===== src/lintc_pkg.sv =====
// constants, types and register layout of the transceiver mode control
// assumes a 10 MHz system clock and an AHB-Lite register bus
package lintc_pkg;
    // ************************************************************
    // clock and timing
    // ************************************************************
    localparam int CLK_PERIOD_NS = 100;
    localparam int TIMEOUT_US = 10000;
    localparam int TO_CNT_W = 24;

    // ************************************************************
    // register offsets
    // ************************************************************
    localparam logic [7:0] OFS_TRANSCEIVER_CONTROL_STATUS = 8'h00;
    localparam logic [7:0] OFS_IRQ_CTRL = 8'h04;
    localparam logic [7:0] OFS_FLAG_CLR = 8'h08;

    // ************************************************************
    // field positions of the control and status word and the interrupt control word
    // ************************************************************
    localparam int POS_ERR_CLR = 24;
    localparam int POS_HV_EN = 21;
    localparam int POS_RES_ONES = 19;
    localparam int POS_TRANSMITTER_STATE_FEEDBACK = 16;
    localparam int POS_SLOPE_FB = 13;
    localparam int POS_SLOPE_SEL = 11;
    localparam int POS_RXD = 10;
    localparam int POS_TXD = 9;
    localparam int POS_TO_FLAG = 6;
    localparam int POS_OC_FLAG = 5;
    localparam int POS_OT_FLAG = 4;
    localparam int POS_CFG_ERR = 3;
    localparam int POS_MODE = 1;
    localparam int POS_OVERCURRENT_IRQ_ENABLE = 0;
    localparam int POS_OT_IE = 1;
    localparam logic [1:0] RES_ONES = 2'h3;

    // ************************************************************
    // codes
    // ************************************************************
    localparam logic [1:0] MODE_SLEEP = 2'h0;
    localparam logic [1:0] MODE_LISTEN = 2'h1;
    localparam logic [1:0] MODE_NORMAL = 2'h3;
    localparam logic [2:0] MFB_SLEEP = 3'h1;
    localparam logic [2:0] MFB_LISTEN = 3'h5;
    localparam logic [2:0] MFB_NORMAL = 3'h7;
    localparam logic [2:0] SFB_LAST_OK = 3'h4;
    localparam logic [1:0] SLOPE_RESET = 2'h0;
    localparam logic [1:0] TRANS_NONSEQ = 2'h2;

    typedef enum logic [1:0] {
        LINTC_SLOPE_NORMAL = 2'b00,
        LINTC_SLOPE_FAST = 2'b01,
        LINTC_SLOPE_LOW = 2'b10,
        LINTC_SLOPE_FLASH = 2'b11
    } lintc_slope_t;

    typedef enum logic [1:0] {
        LINTC_SLEEP = 2'b00,
        LINTC_LISTEN = 2'b01,
        LINTC_NORMAL = 2'b10,
        LINTC_HVPIN = 2'b11
    } lintc_mode_t;

    // analog feedback and supervision inputs
    typedef struct packed {
        logic [2:0] modeFb;
        logic [2:0] slopeFb;
        logic supplyUv;
        logic overTemp;
        logic overCurrent;
        logic rxd;
    } lintc_ana_t;

    // transceiver control outputs
    typedef struct packed {
        logic txEnable;
        logic rxEnable;
        logic wakeEnable;
        lintc_slope_t slope;
    } lintc_ctl_t;
endpackage


===== src/lintc_top.sv =====
// transceiver mode state machine, error flags and AHB-Lite register slave
// assumes analog inputs and uart transmit already synchronous to mclk
//
// Implementation choices: the AHB-Lite interface to the registers and the placing of the registers.
`timescale 1ns/1ps

// Functional notes
// - sleep disables transmit and receive; only the wake receiver stays on
// - hv pin state drives bus from the drive bit, line level readable
// - sleep to listen-only: listen requested, feedback ok, hv enable clear
// - listen-only goes to sleep when sleep is requested
// - sleep to normal: normal requested, feedback ok, no hv, no fault flags
// - normal goes to sleep when sleep is requested
// - normal drops to listen-only on request, bad feedback or any fault
// - listen-only to normal: normal requested, feedback ok, no faults
// - hv pin entry needs hv bit first, then normal request, no overtemperature or overcurrent flag
// - hv pin to sleep on sleep request with hv bit, bad feedback, overtemperature or overcurrent flag
// - mode feedback 001 sleep, 101 listen, 111 normal, else mode error
// - long dominant transmit forces listen-only, recessive bus, timeout flag
// - transmitter returns only after dominant ends and flag is cleared
// - no timeout supervision in the hv pin state
// - overcurrent sets its flag and normal drops to listen-only until the flag is cleared
// - overcurrent flag clearable but set again while condition lasts
// - overcurrent interrupt on shared line ten when enabled
// - overtemperature sets its flag; normal drops to listen-only, hv pin to sleep; leaves after clear
// - overtemperature interrupt on shared line ten when enabled
// - slope writes ignored in normal state
// - slope feedback 000 off, 001-100 valid slopes, 101-111 slope error
// - slope select decodes 00 normal, 01 fast, 10 low, 11 flash
// - hv drive bit 0 pulls line low, 1 releases it to pull-up
// - writing one to error clear bit clears config error flag
module lintc_top #(
    parameter int TIMEOUT_CYCLES = lintc_pkg::TIMEOUT_US * 1000 / lintc_pkg::CLK_PERIOD_NS
) (
    // clock and reset
    input wire logic mclk,
    input wire logic rst_n,
    // ahb-lite slave
    input wire logic hsel,
    input wire logic [31:0] haddr,
    input wire logic [1:0] htrans,
    input wire logic hwrite,
    input wire logic [2:0] hsize,
    input wire logic [31:0] hwdata,
    input wire logic hready,
    output logic hreadyout,
    output logic hresp,
    output logic [31:0] hrdata,
    // analog side
    input wire lintc_pkg::lintc_ana_t ana,
    output lintc_pkg::lintc_ctl_t ctl,
    // uart transmit, low is dominant
    input wire logic uartTxd,
    // bus pin driver, enable low while pulling low
    output logic busOut,
    output logic busOeN,
    // shared interrupt line ten
    output logic irqLine10
);
    // ************************************************************
    // state
    // ************************************************************
    typedef struct packed {
        lintc_pkg::lintc_mode_t mode;
        logic [1:0] reqMode;
        logic hvEnable;
        logic normalAfterHv;
        lintc_pkg::lintc_slope_t slope;
        logic txdBit;
        logic toFlag;
        logic ocFlag;
        logic otFlag;
        logic cfgErr;
        logic ocIe;
        logic otIe;
        logic [lintc_pkg::TO_CNT_W-1:0] toCount;
        logic wrPend;
        logic rdPend;
        logic [7:0] addr;
        logic [31:0] rdata;
    } lintc_state_t;

    localparam logic [lintc_pkg::TO_CNT_W-1:0] TO_LIMIT = TIMEOUT_CYCLES[lintc_pkg::TO_CNT_W-1:0];
    // local names of the package's mode codes
    localparam lintc_pkg::lintc_mode_t LINTC_SLEEP = lintc_pkg::LINTC_SLEEP;
    localparam lintc_pkg::lintc_mode_t LINTC_LISTEN = lintc_pkg::LINTC_LISTEN;
    localparam lintc_pkg::lintc_mode_t LINTC_NORMAL = lintc_pkg::LINTC_NORMAL;
    localparam lintc_pkg::lintc_mode_t LINTC_HVPIN = lintc_pkg::LINTC_HVPIN;

    lintc_state_t cur;
    lintc_state_t next_cur;
    logic fbOk;
    logic modeFbOk;
    logic slopeFbOk;
    logic faultFree;
    logic toHit;
    logic addrPhase;
    logic wrCtrl;
    logic wrIrq;
    logic wrClr;
    logic [31:0] ctrlWord;
    logic [31:0] rdWord;

    // ************************************************************
    // feedback decode
    // ************************************************************
    always_comb begin
        modeFbOk = (ana.modeFb == lintc_pkg::MFB_SLEEP) || (ana.modeFb == lintc_pkg::MFB_LISTEN)
            || (ana.modeFb == lintc_pkg::MFB_NORMAL);
        slopeFbOk = (ana.slopeFb <= lintc_pkg::SFB_LAST_OK);
        fbOk = modeFbOk && slopeFbOk;
        faultFree = !ana.supplyUv && !cur.otFlag && !cur.ocFlag && !cur.toFlag;
        toHit = (cur.toCount >= TO_LIMIT) && !uartTxd;
    end

    // ************************************************************
    // register view
    // ************************************************************
    always_comb begin
        ctrlWord = 32'h0000_0000;
        ctrlWord[lintc_pkg::POS_HV_EN] = cur.hvEnable;
        ctrlWord[lintc_pkg::POS_RES_ONES +: 2] = lintc_pkg::RES_ONES;
        ctrlWord[lintc_pkg::POS_TRANSMITTER_STATE_FEEDBACK +: 3] = ana.modeFb;
        ctrlWord[lintc_pkg::POS_SLOPE_FB +: 3] = ana.slopeFb;
        ctrlWord[lintc_pkg::POS_SLOPE_SEL +: 2] = cur.slope;
        ctrlWord[lintc_pkg::POS_RXD] = ana.rxd;
        ctrlWord[lintc_pkg::POS_TXD] = cur.txdBit;
        ctrlWord[lintc_pkg::POS_TO_FLAG] = cur.toFlag;
        ctrlWord[lintc_pkg::POS_OC_FLAG] = cur.ocFlag;
        ctrlWord[lintc_pkg::POS_OT_FLAG] = cur.otFlag;
        ctrlWord[lintc_pkg::POS_CFG_ERR] = cur.cfgErr;
        ctrlWord[lintc_pkg::POS_MODE +: 2] = cur.reqMode;
        rdWord = 32'h0000_0000;
        case (cur.addr)
            lintc_pkg::OFS_TRANSCEIVER_CONTROL_STATUS: begin
                rdWord = ctrlWord;
            end
            lintc_pkg::OFS_IRQ_CTRL: begin
                rdWord[lintc_pkg::POS_OVERCURRENT_IRQ_ENABLE] = cur.ocIe;
                rdWord[lintc_pkg::POS_OT_IE] = cur.otIe;
            end
            default: begin
                rdWord = 32'h0000_0000;
            end
        endcase
    end

    // ************************************************************
    // next state
    // ************************************************************
    always_comb begin
        next_cur = cur;
        addrPhase = hsel && hready && (htrans == lintc_pkg::TRANS_NONSEQ);
        wrCtrl = cur.wrPend && (cur.addr == lintc_pkg::OFS_TRANSCEIVER_CONTROL_STATUS);
        wrIrq = cur.wrPend && (cur.addr == lintc_pkg::OFS_IRQ_CTRL);
        wrClr = cur.wrPend && (cur.addr == lintc_pkg::OFS_FLAG_CLR);
        // bus phases: writes zero wait, reads one wait state
        next_cur.wrPend = addrPhase && hwrite;
        next_cur.rdPend = addrPhase && !hwrite;
        if (addrPhase) begin
            next_cur.addr = haddr[7:0];
        end
        if (cur.rdPend) begin
            next_cur.rdata = rdWord;
        end
        // software writes
        if (wrCtrl) begin
            next_cur.hvEnable = hwdata[lintc_pkg::POS_HV_EN];
            next_cur.reqMode = hwdata[lintc_pkg::POS_MODE +: 2];
            next_cur.txdBit = hwdata[lintc_pkg::POS_TXD];
            if (cur.mode != LINTC_NORMAL) begin
                next_cur.slope = lintc_pkg::lintc_slope_t'(hwdata[lintc_pkg::POS_SLOPE_SEL +: 2]);
            end
            next_cur.normalAfterHv = cur.hvEnable && hwdata[lintc_pkg::POS_HV_EN]
                && (hwdata[lintc_pkg::POS_MODE +: 2] == lintc_pkg::MODE_NORMAL);
            if (hwdata[lintc_pkg::POS_ERR_CLR]) begin
                next_cur.cfgErr = 1'b0;
            end
        end
        if (wrIrq) begin
            next_cur.ocIe = hwdata[lintc_pkg::POS_OVERCURRENT_IRQ_ENABLE];
            next_cur.otIe = hwdata[lintc_pkg::POS_OT_IE];
        end
        if (wrClr) begin
            if (hwdata[lintc_pkg::POS_TO_FLAG]) begin
                next_cur.toFlag = 1'b0;
            end
            if (hwdata[lintc_pkg::POS_OC_FLAG]) begin
                next_cur.ocFlag = 1'b0;
            end
            if (hwdata[lintc_pkg::POS_OT_FLAG]) begin
                next_cur.otFlag = 1'b0;
            end
        end
        // hardware sets come last so they win over clears
        if (!fbOk) begin
            next_cur.cfgErr = 1'b1;
        end
        if (ana.overCurrent) begin
            next_cur.ocFlag = 1'b1;
        end
        if (ana.overTemp) begin
            next_cur.otFlag = 1'b1;
        end
        if (toHit && (cur.mode != LINTC_HVPIN)) begin
            next_cur.toFlag = 1'b1;
        end
        // dominant-time supervision
        if ((cur.mode == LINTC_HVPIN) || uartTxd) begin
            next_cur.toCount = '0;
        end else if (cur.toCount < TO_LIMIT) begin
            next_cur.toCount = cur.toCount + 1'b1;
        end
        // mode state machine
        case (cur.mode)
            LINTC_SLEEP: begin
                if (cur.hvEnable && cur.normalAfterHv && fbOk && !cur.otFlag && !cur.ocFlag) begin
                    next_cur.mode = LINTC_HVPIN;
                end else if ((cur.reqMode == lintc_pkg::MODE_LISTEN) && fbOk && !cur.hvEnable) begin
                    next_cur.mode = LINTC_LISTEN;
                end else if ((cur.reqMode == lintc_pkg::MODE_NORMAL) && fbOk && !cur.hvEnable
                    && faultFree) begin
                    next_cur.mode = LINTC_NORMAL;
                end
            end
            LINTC_LISTEN: begin
                if (cur.reqMode == lintc_pkg::MODE_SLEEP) begin
                    next_cur.mode = LINTC_SLEEP;
                end else if ((cur.reqMode == lintc_pkg::MODE_NORMAL) && fbOk && faultFree) begin
                    next_cur.mode = LINTC_NORMAL;
                end
            end
            LINTC_NORMAL: begin
                if (cur.reqMode == lintc_pkg::MODE_SLEEP) begin
                    next_cur.mode = LINTC_SLEEP;
                end else if ((cur.reqMode == lintc_pkg::MODE_LISTEN) || !fbOk || !faultFree
                    || toHit) begin
                    next_cur.mode = LINTC_LISTEN;
                end
            end
            LINTC_HVPIN: begin
                if (((cur.reqMode == lintc_pkg::MODE_SLEEP) && cur.hvEnable) || !fbOk
                    || cur.otFlag || cur.ocFlag) begin
                    next_cur.mode = LINTC_SLEEP;
                end
            end
            default: begin
                next_cur.mode = LINTC_SLEEP;
            end
        endcase
    end

    // ************************************************************
    // state register
    // ************************************************************
    always_ff @(posedge mclk) begin
        if (!rst_n) begin
            cur <= '{mode: LINTC_SLEEP, reqMode: lintc_pkg::MODE_SLEEP,
                slope: lintc_pkg::lintc_slope_t'(lintc_pkg::SLOPE_RESET), txdBit: 1'b1,
                default: '0};
        end else begin
            cur <= next_cur;
        end
    end

    // ************************************************************
    // outputs
    // ************************************************************
    always_comb begin
        hreadyout = !cur.rdPend;
        hresp = 1'b0;
        hrdata = cur.rdata;
        ctl.txEnable = (cur.mode == LINTC_NORMAL) && !cur.toFlag && !cur.otFlag;
        ctl.rxEnable = (cur.mode != LINTC_SLEEP);
        ctl.wakeEnable = (cur.mode == LINTC_SLEEP);
        ctl.slope = cur.slope;
        busOut = 1'b0;
        if (cur.mode == LINTC_HVPIN) begin
            busOeN = cur.txdBit;
        end else begin
            busOeN = !(ctl.txEnable && !uartTxd && !toHit);
        end
        irqLine10 = (cur.ocFlag && cur.ocIe) || (cur.otFlag && cur.otIe);
    end

    // ************************************************************
    // assertions
    // ************************************************************
    sleep_paths_off_a: assert property (@(posedge mclk) disable iff (!rst_n)
        (cur.mode == LINTC_SLEEP) |-> (!ctl.txEnable && !ctl.rxEnable && ctl.wakeEnable))
        else $error("sleep state leaves a path enabled");
    hv_drive_a: assert property (@(posedge mclk) disable iff (!rst_n)
        (cur.mode == LINTC_HVPIN) |-> (busOeN == cur.txdBit))
        else $error("hv pin drive does not follow drive bit");
    listen_to_sleep_a: assert property (@(posedge mclk) disable iff (!rst_n)
        (cur.mode == LINTC_LISTEN && cur.reqMode == lintc_pkg::MODE_SLEEP)
        |=> (cur.mode == LINTC_SLEEP))
        else $error("listen-only ignored sleep request");
    normal_needs_ok_a: assert property (@(posedge mclk) disable iff (!rst_n)
        ($past(cur.mode) == LINTC_SLEEP && cur.mode == LINTC_NORMAL)
        |-> ($past(fbOk) && !$past(cur.hvEnable) && $past(faultFree)))
        else $error("normal entered from sleep without conditions");
    normal_fault_drop_a: assert property (@(posedge mclk) disable iff (!rst_n)
        (cur.mode == LINTC_NORMAL && cur.reqMode != lintc_pkg::MODE_SLEEP && !faultFree)
        |=> (cur.mode == LINTC_LISTEN))
        else $error("normal kept despite fault");
    timeout_flag_a: assert property (@(posedge mclk) disable iff (!rst_n)
        (toHit && cur.mode == LINTC_NORMAL) |=> (cur.toFlag && cur.mode != LINTC_NORMAL))
        else $error("timeout did not set flag or leave normal");
    hv_no_timeout_a: assert property (@(posedge mclk) disable iff (!rst_n)
        (cur.mode == LINTC_HVPIN) [*2] |-> (cur.toCount == '0))
        else $error("timeout counting in hv pin state");
    set_beats_clr_a: assert property (@(posedge mclk) disable iff (!rst_n)
        (wrClr && hwdata[lintc_pkg::POS_OC_FLAG] && ana.overCurrent) |=> cur.ocFlag)
        else $error("overcurrent flag lost to clear");
    slope_locked_a: assert property (@(posedge mclk) disable iff (!rst_n)
        (cur.mode == LINTC_NORMAL && $past(cur.mode) == LINTC_NORMAL) |-> $stable(cur.slope))
        else $error("slope changed in normal state");
    irq_line_a: assert property (@(posedge mclk) disable iff (!rst_n)
        (cur.ocIe && ana.overCurrent) |=> irqLine10)
        else $error("overcurrent interrupt missing");
    err_clear_a: assert property (@(posedge mclk) disable iff (!rst_n)
        (wrCtrl && hwdata[lintc_pkg::POS_ERR_CLR] && fbOk) |=> !cur.cfgErr)
        else $error("config error not cleared");
endmodule


===== config.mk =====
export PLATFORM = sky130hd
export DESIGN_NAME = lintc_top
export DESIGN_NICKNAME = d
export VERILOG_FILES = /design/src/lintc_pkg.sv /design/src/lintc_top.sv
export SDC_FILE = /design/constraint.sdc
export NUM_CORES = 1
export LEC_CHECK = 0
export BUFFER_PORTS_ARGS = -buffer_cell sky130_fd_sc_hd__buf_4
export CAP_MARGIN = 10
export CORE_MARGIN = 3
export CORE_UTILIZATION = 50
export CTS_CLUSTER_SIZE = 28
export DETAILED_ROUTE_END_ITERATION = 8
export PLACE_DENSITY = 0.82
export SETUP_SLACK_MARGIN = 0.1
export SYNTH_ARGS = -nofsm -noshare
export SYNTH_HDL_FRONTEND = slang
export SYNTH_SLANG_ARGS = --single-unit
export TNS_END_PERCENT = 30

===== constraint.sdc =====
create_clock -name mclk -period 3.7 [get_ports mclk]
set_input_delay 1.11 -clock mclk [delete_from_list [all_inputs] [get_ports mclk]]
set_output_delay 1.11 -clock mclk [all_outputs]
set_load 0.02 [all_outputs]

==> impl_metrics.ini, run 1 <==
[placed_design]
dp.cells = 468
gp_congestion = 0.887
preCtsSetupSlack_ps = 567
hpwl_mm = 4.85
io_buffers = 64

[drt]
wire_per_inst_microns = 14.0
vias_per_cell = 5.49
drc = 0
antenna_left = 0
via_count = 2652
drt_iter0_markers = 169
drt-total-wl_mm = 6.75
first_pass_iters = 4

[power_and_ir_drop]
peakVddDrop_uv = 290
power.total_mw = 1.42
power.density_mw_per_mm2 = 383
p_leak_nw = 1.41

[yosys]
async_reset_ff_share_pct = 0
syn_area_sq_mm = 0.00324
synth_area_per_cell_sq_um = 8.82
ys_seq_elements = 68
synth_edf_count = 0
synthFlopType = dfxtp_1
ys_seq_area_share_pct = 42.0
ys.warnings.count = 0
yosys-top-cells-area = dfxtp_1 (42%), buf_4 (8.6%), nand2_1 (5.4%)
synth_top_area_cell = dfxtp_1
ys_types = 51
synthCells = 367
yosys.area.top_type_share_pct = 42.0

[layout]
nNetsFinal = 491
final_cells = 483
utilization_pct = 60.9
drive_above_1_share_pct = 20.6
diodes = 0
final_cell_mix = dfxtp_1 (68), buf_4 (64), nand2_1 (47)
layout_commonest_cell = dfxtp_1
area_growth_pct = 14.6

[global_route]
grtUsageTotal_pct = 18.6
grt_pass1_vias = 2494
grt_start_max_net_pins = 51
global_route.overflow_total = 0
grt_antenna_before_repair = 0
grt_pass1_wl_mm = 11.2

[timing]
setup_ws_ps = 444
rsz0062_at_grt = no
fmax_mhz = 307
setup-tns-final_ps = 0
skew_ps = 7.99
relSlewSlack_pct = 49.1
tightest_slew_ps = 763
maxSlewViolCount = 0
hold_viol = 0
timing.final.crit_share_pct = 88.0
setup_viol = 0
fin_crit_ps = 3260

[worst_hold_path]
min_to = cur[36]
whs_path_depth = 2
min_path_type = reg -> reg
worstHoldStart = cur[36]

[cts]
ctsRootBufferMaster = clkbuf_8
htree_levels = 3
cts_setup_buffers = 0
cts_tree = built
cts_hold_buf = 0
clk_latency_ps = 340
cts_made_buffers = 9
cts_buffer_depth = 2
clk_pin_slew_ps = 70
clkSinkCount = 68

[setup_path]
worst_setup_path_start_kind = flop
rr_worst_depth = 5
r2r-end = hrdata[11]
crit_required_ps = 2590
cp_max_fo = 13
critPathKind = reg -> out
r2r_start = cur[32]
arrival_ps = 2150
rrSetupSlack_ps = 1450
critPathCaptureType = output port

[floorplan]
fp.dieH_microns = 86.5
core_sq_mm = 0.00610
row_count = 28
ios = 127
die_x_microns = 86.5
start_util_pct = 53.1
die_area_sq_mm = 0.00748

[run]
maxCapViolCount = 0

[outcome]
outcome = finished clean
==> state kept, by name, summed over array words and instances, names as in the netlist <==
signal and cells:
hrdata 19, ctrlWord 8, ctl 2, cur 39
==> Yosys cell counts (all sizes together), types with 2 or more instances <==
| master | instances |
|---|---|
| dfxtp | 68 |
| nand2 | 47 |
| buf | 39 |
| nor2b | 21 |
| a22oi | 16 |
| a21boi | 15 |
| a21oi | 14 |
| clkbuf | 12 |
| nor2 | 12 |
| nand3 | 11 |
| inv | 9 |
| o21ai | 9 |
| and2 | 7 |
| mux2i | 7 |
| nor3 | 7 |
| or4 | 7 |
| nor4 | 6 |
| o31ai | 6 |
| nor3b | 5 |
| or3 | 5 |
| a211oi | 4 |
| o21a | 4 |
| xnor2 | 4 |
| and3 | 3 |
| nand3b | 3 |
| nor4b | 3 |
| or2 | 3 |
| ha | 2 |
| nand2b | 2 |
| nand4 | 2 |
==> per-stage QoR <==
stage	cell area (sq um)	hold WS, ps
5_1_grt	3710	482
4_1_cts	3710	464
6_report	3710	464
3_3_place_gp	3520	444
2_1_floorplan	3290	431
3_5_place_dp	3520	450
==> worst max-delay path by stage <==
stage,start,slack [ps],depth (start not counted),endpoint
6_report,cur[49],440,6,busOeN
2_1_floorplan,uartTxd,830,3,busOeN
4_1_cts,cur[49],230,6,busOeN
3_3_place_gp,uartTxd,580,5,busOeN
5_1_grt,cur[49],260,6,busOeN
3_5_place_dp,uartTxd,570,5,busOeN
==> final cells by class <==
class	count	area [sq um]
Clock inverter	2	35.0
Tap cell	75	93.8
Fill cell	542	2380
Multi-Input combinational cell	252	1560
Timing Repair Buffer	64	480
Sequential cell	68	1360
Clock buffer	13	149
Inverter	9	33.8
==> per-layer routing <==
metal | wire [microns] | track usage, % | vias to the layer above
met1 | 3020 | 23.8 | 1245
met3 | 370 | 4.47 | 6
met2 | 3270 | 30.2 | 88
met4 | 87 | 7.37 | 0
met5 | 0 | 0 | -
li1 | - | - | 1313
==> worst max-delay path, cell delays in order, from the launching register on <==
cell and delay, ps:
dfxtp_1 400, o21ai_0 140, a211oi_2 420, or2_1 450, o22ai_1 150, nand2_1 110, buf_4 140
==> power by group <==
group	switching (mW)	total, mW	internal (mW)
registers	0.00929	0.748	0.739
logic	0.0469	0.0896	0.0427
clock network	0.257	0.583	0.326
total	0.314	1.42	1.11
==> what timing repair did <==
action,4_1_cts,5_1_grt
endpoints found under the hold margin,0,0
gates resized for setup,0,1
setup endpoints to repair,0,1
==> kinds of logic after synthesis <==
logic type | after synthesis | share of synthesized area [%]
AO/OA/AOI/OAI | 77 | 16.4
XOR/XNOR | 4 | 1.08
multiplexers | 7 | 2.16
flip-flops | 68 | 42.0
other | 1 | 0.116
adder cells (fa/ha/maj) | 2 | 0.773
buffers and inverters | 60 | 11.5
AND/OR/NAND/NOR | 148 | 25.9
(Power assumes the default switching activity.)
==> run 2, diff against run 1 <==
- CORE_UTILIZATION: 50 -> 40
- PLACE_DENSITY: 0.82 -> 0.68
==> impl_metrics.ini, run 2 (synthesized netlist as in run 1, its figures left out) <==
[timing]
maxSlewViolCount = 0
rsz0062_at_grt = no
setup_ws_ps = 539
setup_viol = 0
timing.final.crit_share_pct = 85.4
relSlewSlack_pct = 45.8
tightest_slew_ps = 812
setup-tns-final_ps = 0
skew_ps = 11.6
fmax_mhz = 316
hold_viol = 0
fin_crit_ps = 3160

[drt]
via_count = 2584
drc = 0
wire_per_inst_microns = 13.0
drt_iter0_markers = 77
first_pass_iters = 4
vias_per_cell = 5.05
antenna_left = 0
drt-total-wl_mm = 6.65

[run]
maxCapViolCount = 0

[floorplan]
core_sq_mm = 0.00781
ios = 127
die_area_sq_mm = 0.00921
die_x_microns = 96.0
row_count = 32
start_util_pct = 41.5
fp.dieH_microns = 96.0

[cts]
cts_tree = built
cts_hold_buf = 0
cts_made_buffers = 9
cts_buffer_depth = 2
clk_pin_slew_ps = 70
cts_resized = 0
htree_levels = 3
clk_latency_ps = 330
clkSinkCount = 68
cts_setup_buffers = 0
ctsRootBufferMaster = clkbuf_8

[worst_hold_path]
min_path_type = reg -> reg

[setup_path]
critPathSlowestCell = a211oi_1
critPathCaptureType = output port
arrival_ps = 2050
worst_setup_path_start_kind = flop
crit_family = compound AO/OA/AOI/OAI gates
crit_required_ps = 2590
critPathKind = reg -> out
cp_max_fo = 7
crit_chain = o21ai_0 -> a211oi_1 -> or2_1 -> o22ai_1 -> nand2_1 -> buf_4
critPathBufInv = 1
slowest_delay_ps = 650

[power_and_ir_drop]
peakVddDrop_uv = 200
power.density_mw_per_mm2 = 363
power.total_mw = 1.35
p_leak_nw = 1.40

[placed_design]
preCtsSetupSlack_ps = 565
io_buffers = 64
gp_congestion = 0.844
hpwl_mm = 4.86

[layout]
diodes = 0
layout_commonest_cell = dfxtp_1
regMostFlops = cur
drive_above_1_share_pct = 21.5
largest_reg_flops = 39
area_growth_pct = 15.2
nNetsFinal = 492
fillers = 755
final_cell_mix = dfxtp_1 (68), buf_4 (65), nand2_1 (47)
utilization_pct = 47.8

[global_route]
grt_pass1_wl_mm = 10.9
grt_pass1_vias = 2430
grt_start_max_net_pins = 51
grtUsageTotal_pct = 15.0
global_route.overflow_total = 0
grt_antenna_before_repair = 0

[outcome]
outcome = finished clean
-- run 2: worst paths after layout --
| check | endpoint | startpoint | slack [ps] | cells after the start |
|---|---|---|---|---|
| worst max register to register | hrdata[3] | cur[32] | 1450 | 5 |
| worst max-delay path | busOeN | cur[49] | 540 | 6 |
| worst min register to register | cur[61] | cur[61] | 460 | 1 |
| worst min-delay path | cur[61] | cur[61] | 460 | 1 |
-- run 2: final cells by class --
cell class                      instances  area [sq um]  share of cell area [%]
Timing Repair Buffer                   65           488                    13.1
Clock inverter                          7          43.8                    1.17
Multi-Input combinational cell        252          1550                    41.6
Tap cell                              102           128                    3.42
Sequential cell                        68          1360                    36.5
Clock buffer                            9           124                    3.32
Inverter                                9          33.8                   0.905
-- run 2: routing by layer --
layer | track usage, % | wire [microns] | part of all wire (%)
met5 | 0 | 0 | 0
met4 | 5.09 | 57 | 0.86
met3 | 4.69 | 330 | 5.0
met2 | 24.4 | 3130 | 47
met1 | 18.6 | 3140 | 47
-- run 2: power by group --
part / internal [mW] / switching [mW] / leakage [nW] / total (mW)
clock network: 0.239 / 0.278 / 0.0848 / 0.517
logic: 0.0427 / 0.0466 / 0.768 / 0.0893
registers: 0.738 / 0.00897 / 0.549 / 0.747
-- run 2: stage by stage --
step,area [sq um],cells,hold WS [ps]
after floorplan,3290,380,431
after global placement,3560,496,445
after detailed placement,3560,496,449
after CTS,3730,512,467
after global routing,3730,512,482
final,3730,512,464
==> run 3, diff against run 2 <==
- PLACE_DENSITY: 0.68 -> default
- PLACE_DENSITY_LB_ADDON: default -> 0.25
==> impl_metrics.ini, run 3 (synthesized netlist as in run 1, its figures left out) <==
[outcome]
outcome = finished clean

[run]
maxCapViolCount = 0

[placed_design]
hpwl_mm = 4.83
gp_congestion = 0.748
io_buffers = 64

[cts]
cts_buffer_depth = 2
ctsRootBufferMaster = clkbuf_8
clk_pin_slew_ps = 70
cts_tree = built
clk_latency_ps = 350
cts_resized = 0
clkSinkCount = 68
cts_made_buffers = 9
htree_levels = 3
cts_setup_buffers = 0
cts_hold_buf = 0

[drt]
via_count = 2621
drc = 0
vias_per_cell = 5.12
drt-total-wl_mm = 6.75
antenna_left = 0
wire_per_inst_microns = 13.2
drt_iter0_markers = 87
first_pass_iters = 4

[floorplan]
core_sq_mm = 0.00781
die_x_microns = 96.0
row_count = 32
fp.dieH_microns = 96.0
start_util_pct = 41.5
die_area_sq_mm = 0.00921
ios = 127

[global_route]
global_route.overflow_total = 0
grtUsageTotal_pct = 15.1
grt_start_max_net_pins = 51
grt_antenna_before_repair = 0
grt_pass1_wl_mm = 10.9
grt_pass1_vias = 2394

[layout]
layout_commonest_cell = dfxtp_1
largest_reg_flops = 39
diodes = 0
nNetsFinal = 492
drive_above_1_share_pct = 21.5
fillers = 755
area_growth_pct = 17.0
regMostFlops = cur
final_cell_mix = dfxtp_1 (68), buf_4 (65), nand2_1 (47)

[timing]
tightest_slew_ps = 907
skew_ps = 12.1
maxSlewViolCount = 0
setup_viol = 0
relSlewSlack_pct = 39.2
fin_crit_ps = 3300
hold_viol = 0
rsz0062_at_grt = no
fmax_mhz = 303
timing.final.crit_share_pct = 89.1
hold-worst-slack_ps = 462
setup-tns-final_ps = 0

[setup_path]
rr_worst_depth = 5
critPathKind = reg -> out
crit_required_ps = 2590
critPathCaptureType = output port
cp_max_fo = 7
r2r_start = cur[32]
arrival_ps = 2190
worst_setup_path_start_kind = flop
crit_path_start = cur[49]

[power_and_ir_drop]
p_leak_nw = 1.42
peakVddDrop_uv = 186
power.density_mw_per_mm2 = 400

[worst_hold_path]
worstHoldStart = cur[75]
min_path_type = reg -> reg
whs_path_depth = 2
## run 3: final cells by class
type	instances	area (sq um)	share of cell area, %
multi-input cells	252	1550	41.0
flip-flops and latches	68	1360	35.9
repair buffers	65	488	12.9
well taps	102	128	3.37
clock buffers	9	124	3.27
clock inverters	7	101	2.68
inverters	9	33.8	0.892
## run 3: final timing paths
kind	end	slack [ps]
max	busOeN	400
max reg2reg	hrdata[9]	1450
min	cur[75]	460
min reg2reg	cur[75]	460
## run 3: worst max-delay path: stages, from the launching register on
cell	delay, ps
dfxtp_1	400
o21ai_0	120
a211oi_1	780
or2_1	220
o22ai_1	100
nand2_1	80
buf_4	140
## run 3: power by group
group	total, mW	internal [mW]	switching [mW]	leakage [nW]
registers	0.747	0.738	0.00842	0.549
logic	0.0901	0.0428	0.0473	0.768
clock network	0.680	0.382	0.298	0.106
total	1.52	1.16	0.354	1.42
## run 3: metrics by stage
stage | setup slack, ps | power, mW | utilization, % | instance area (sq um) | std cells
5_1_grt | 249 | 1.57 | 48.5 | 3790 | 512
6_report | 404 | 1.52 | 48.5 | 3790 | 512
4_1_cts | 426 | 1.53 | 48.5 | 3790 | 512
2_1_floorplan | 831 | 0.824 | - | 3290 | 380
3_3_place_gp | 545 | 0.853 | 45.6 | 3560 | 496
3_5_place_dp | 545 | 0.854 | 45.6 | 3560 | 496
## run 3: layer usage
| metal | routed length (microns) | part of all wire (%) | vias to the layer above | track usage (%) |
|---|---|---|---|---|
| met1 | 3190 | 47 | 1214 | 20.7 |
| met5 | 0 | 0 | - | 0 |
| met3 | 375 | 5.6 | 5 | 5.16 |
| li1 | - | - | 1323 | - |
| met4 | 74 | 1.1 | 0 | 4.03 |
| met2 | 3110 | 46 | 79 | 22.6 |
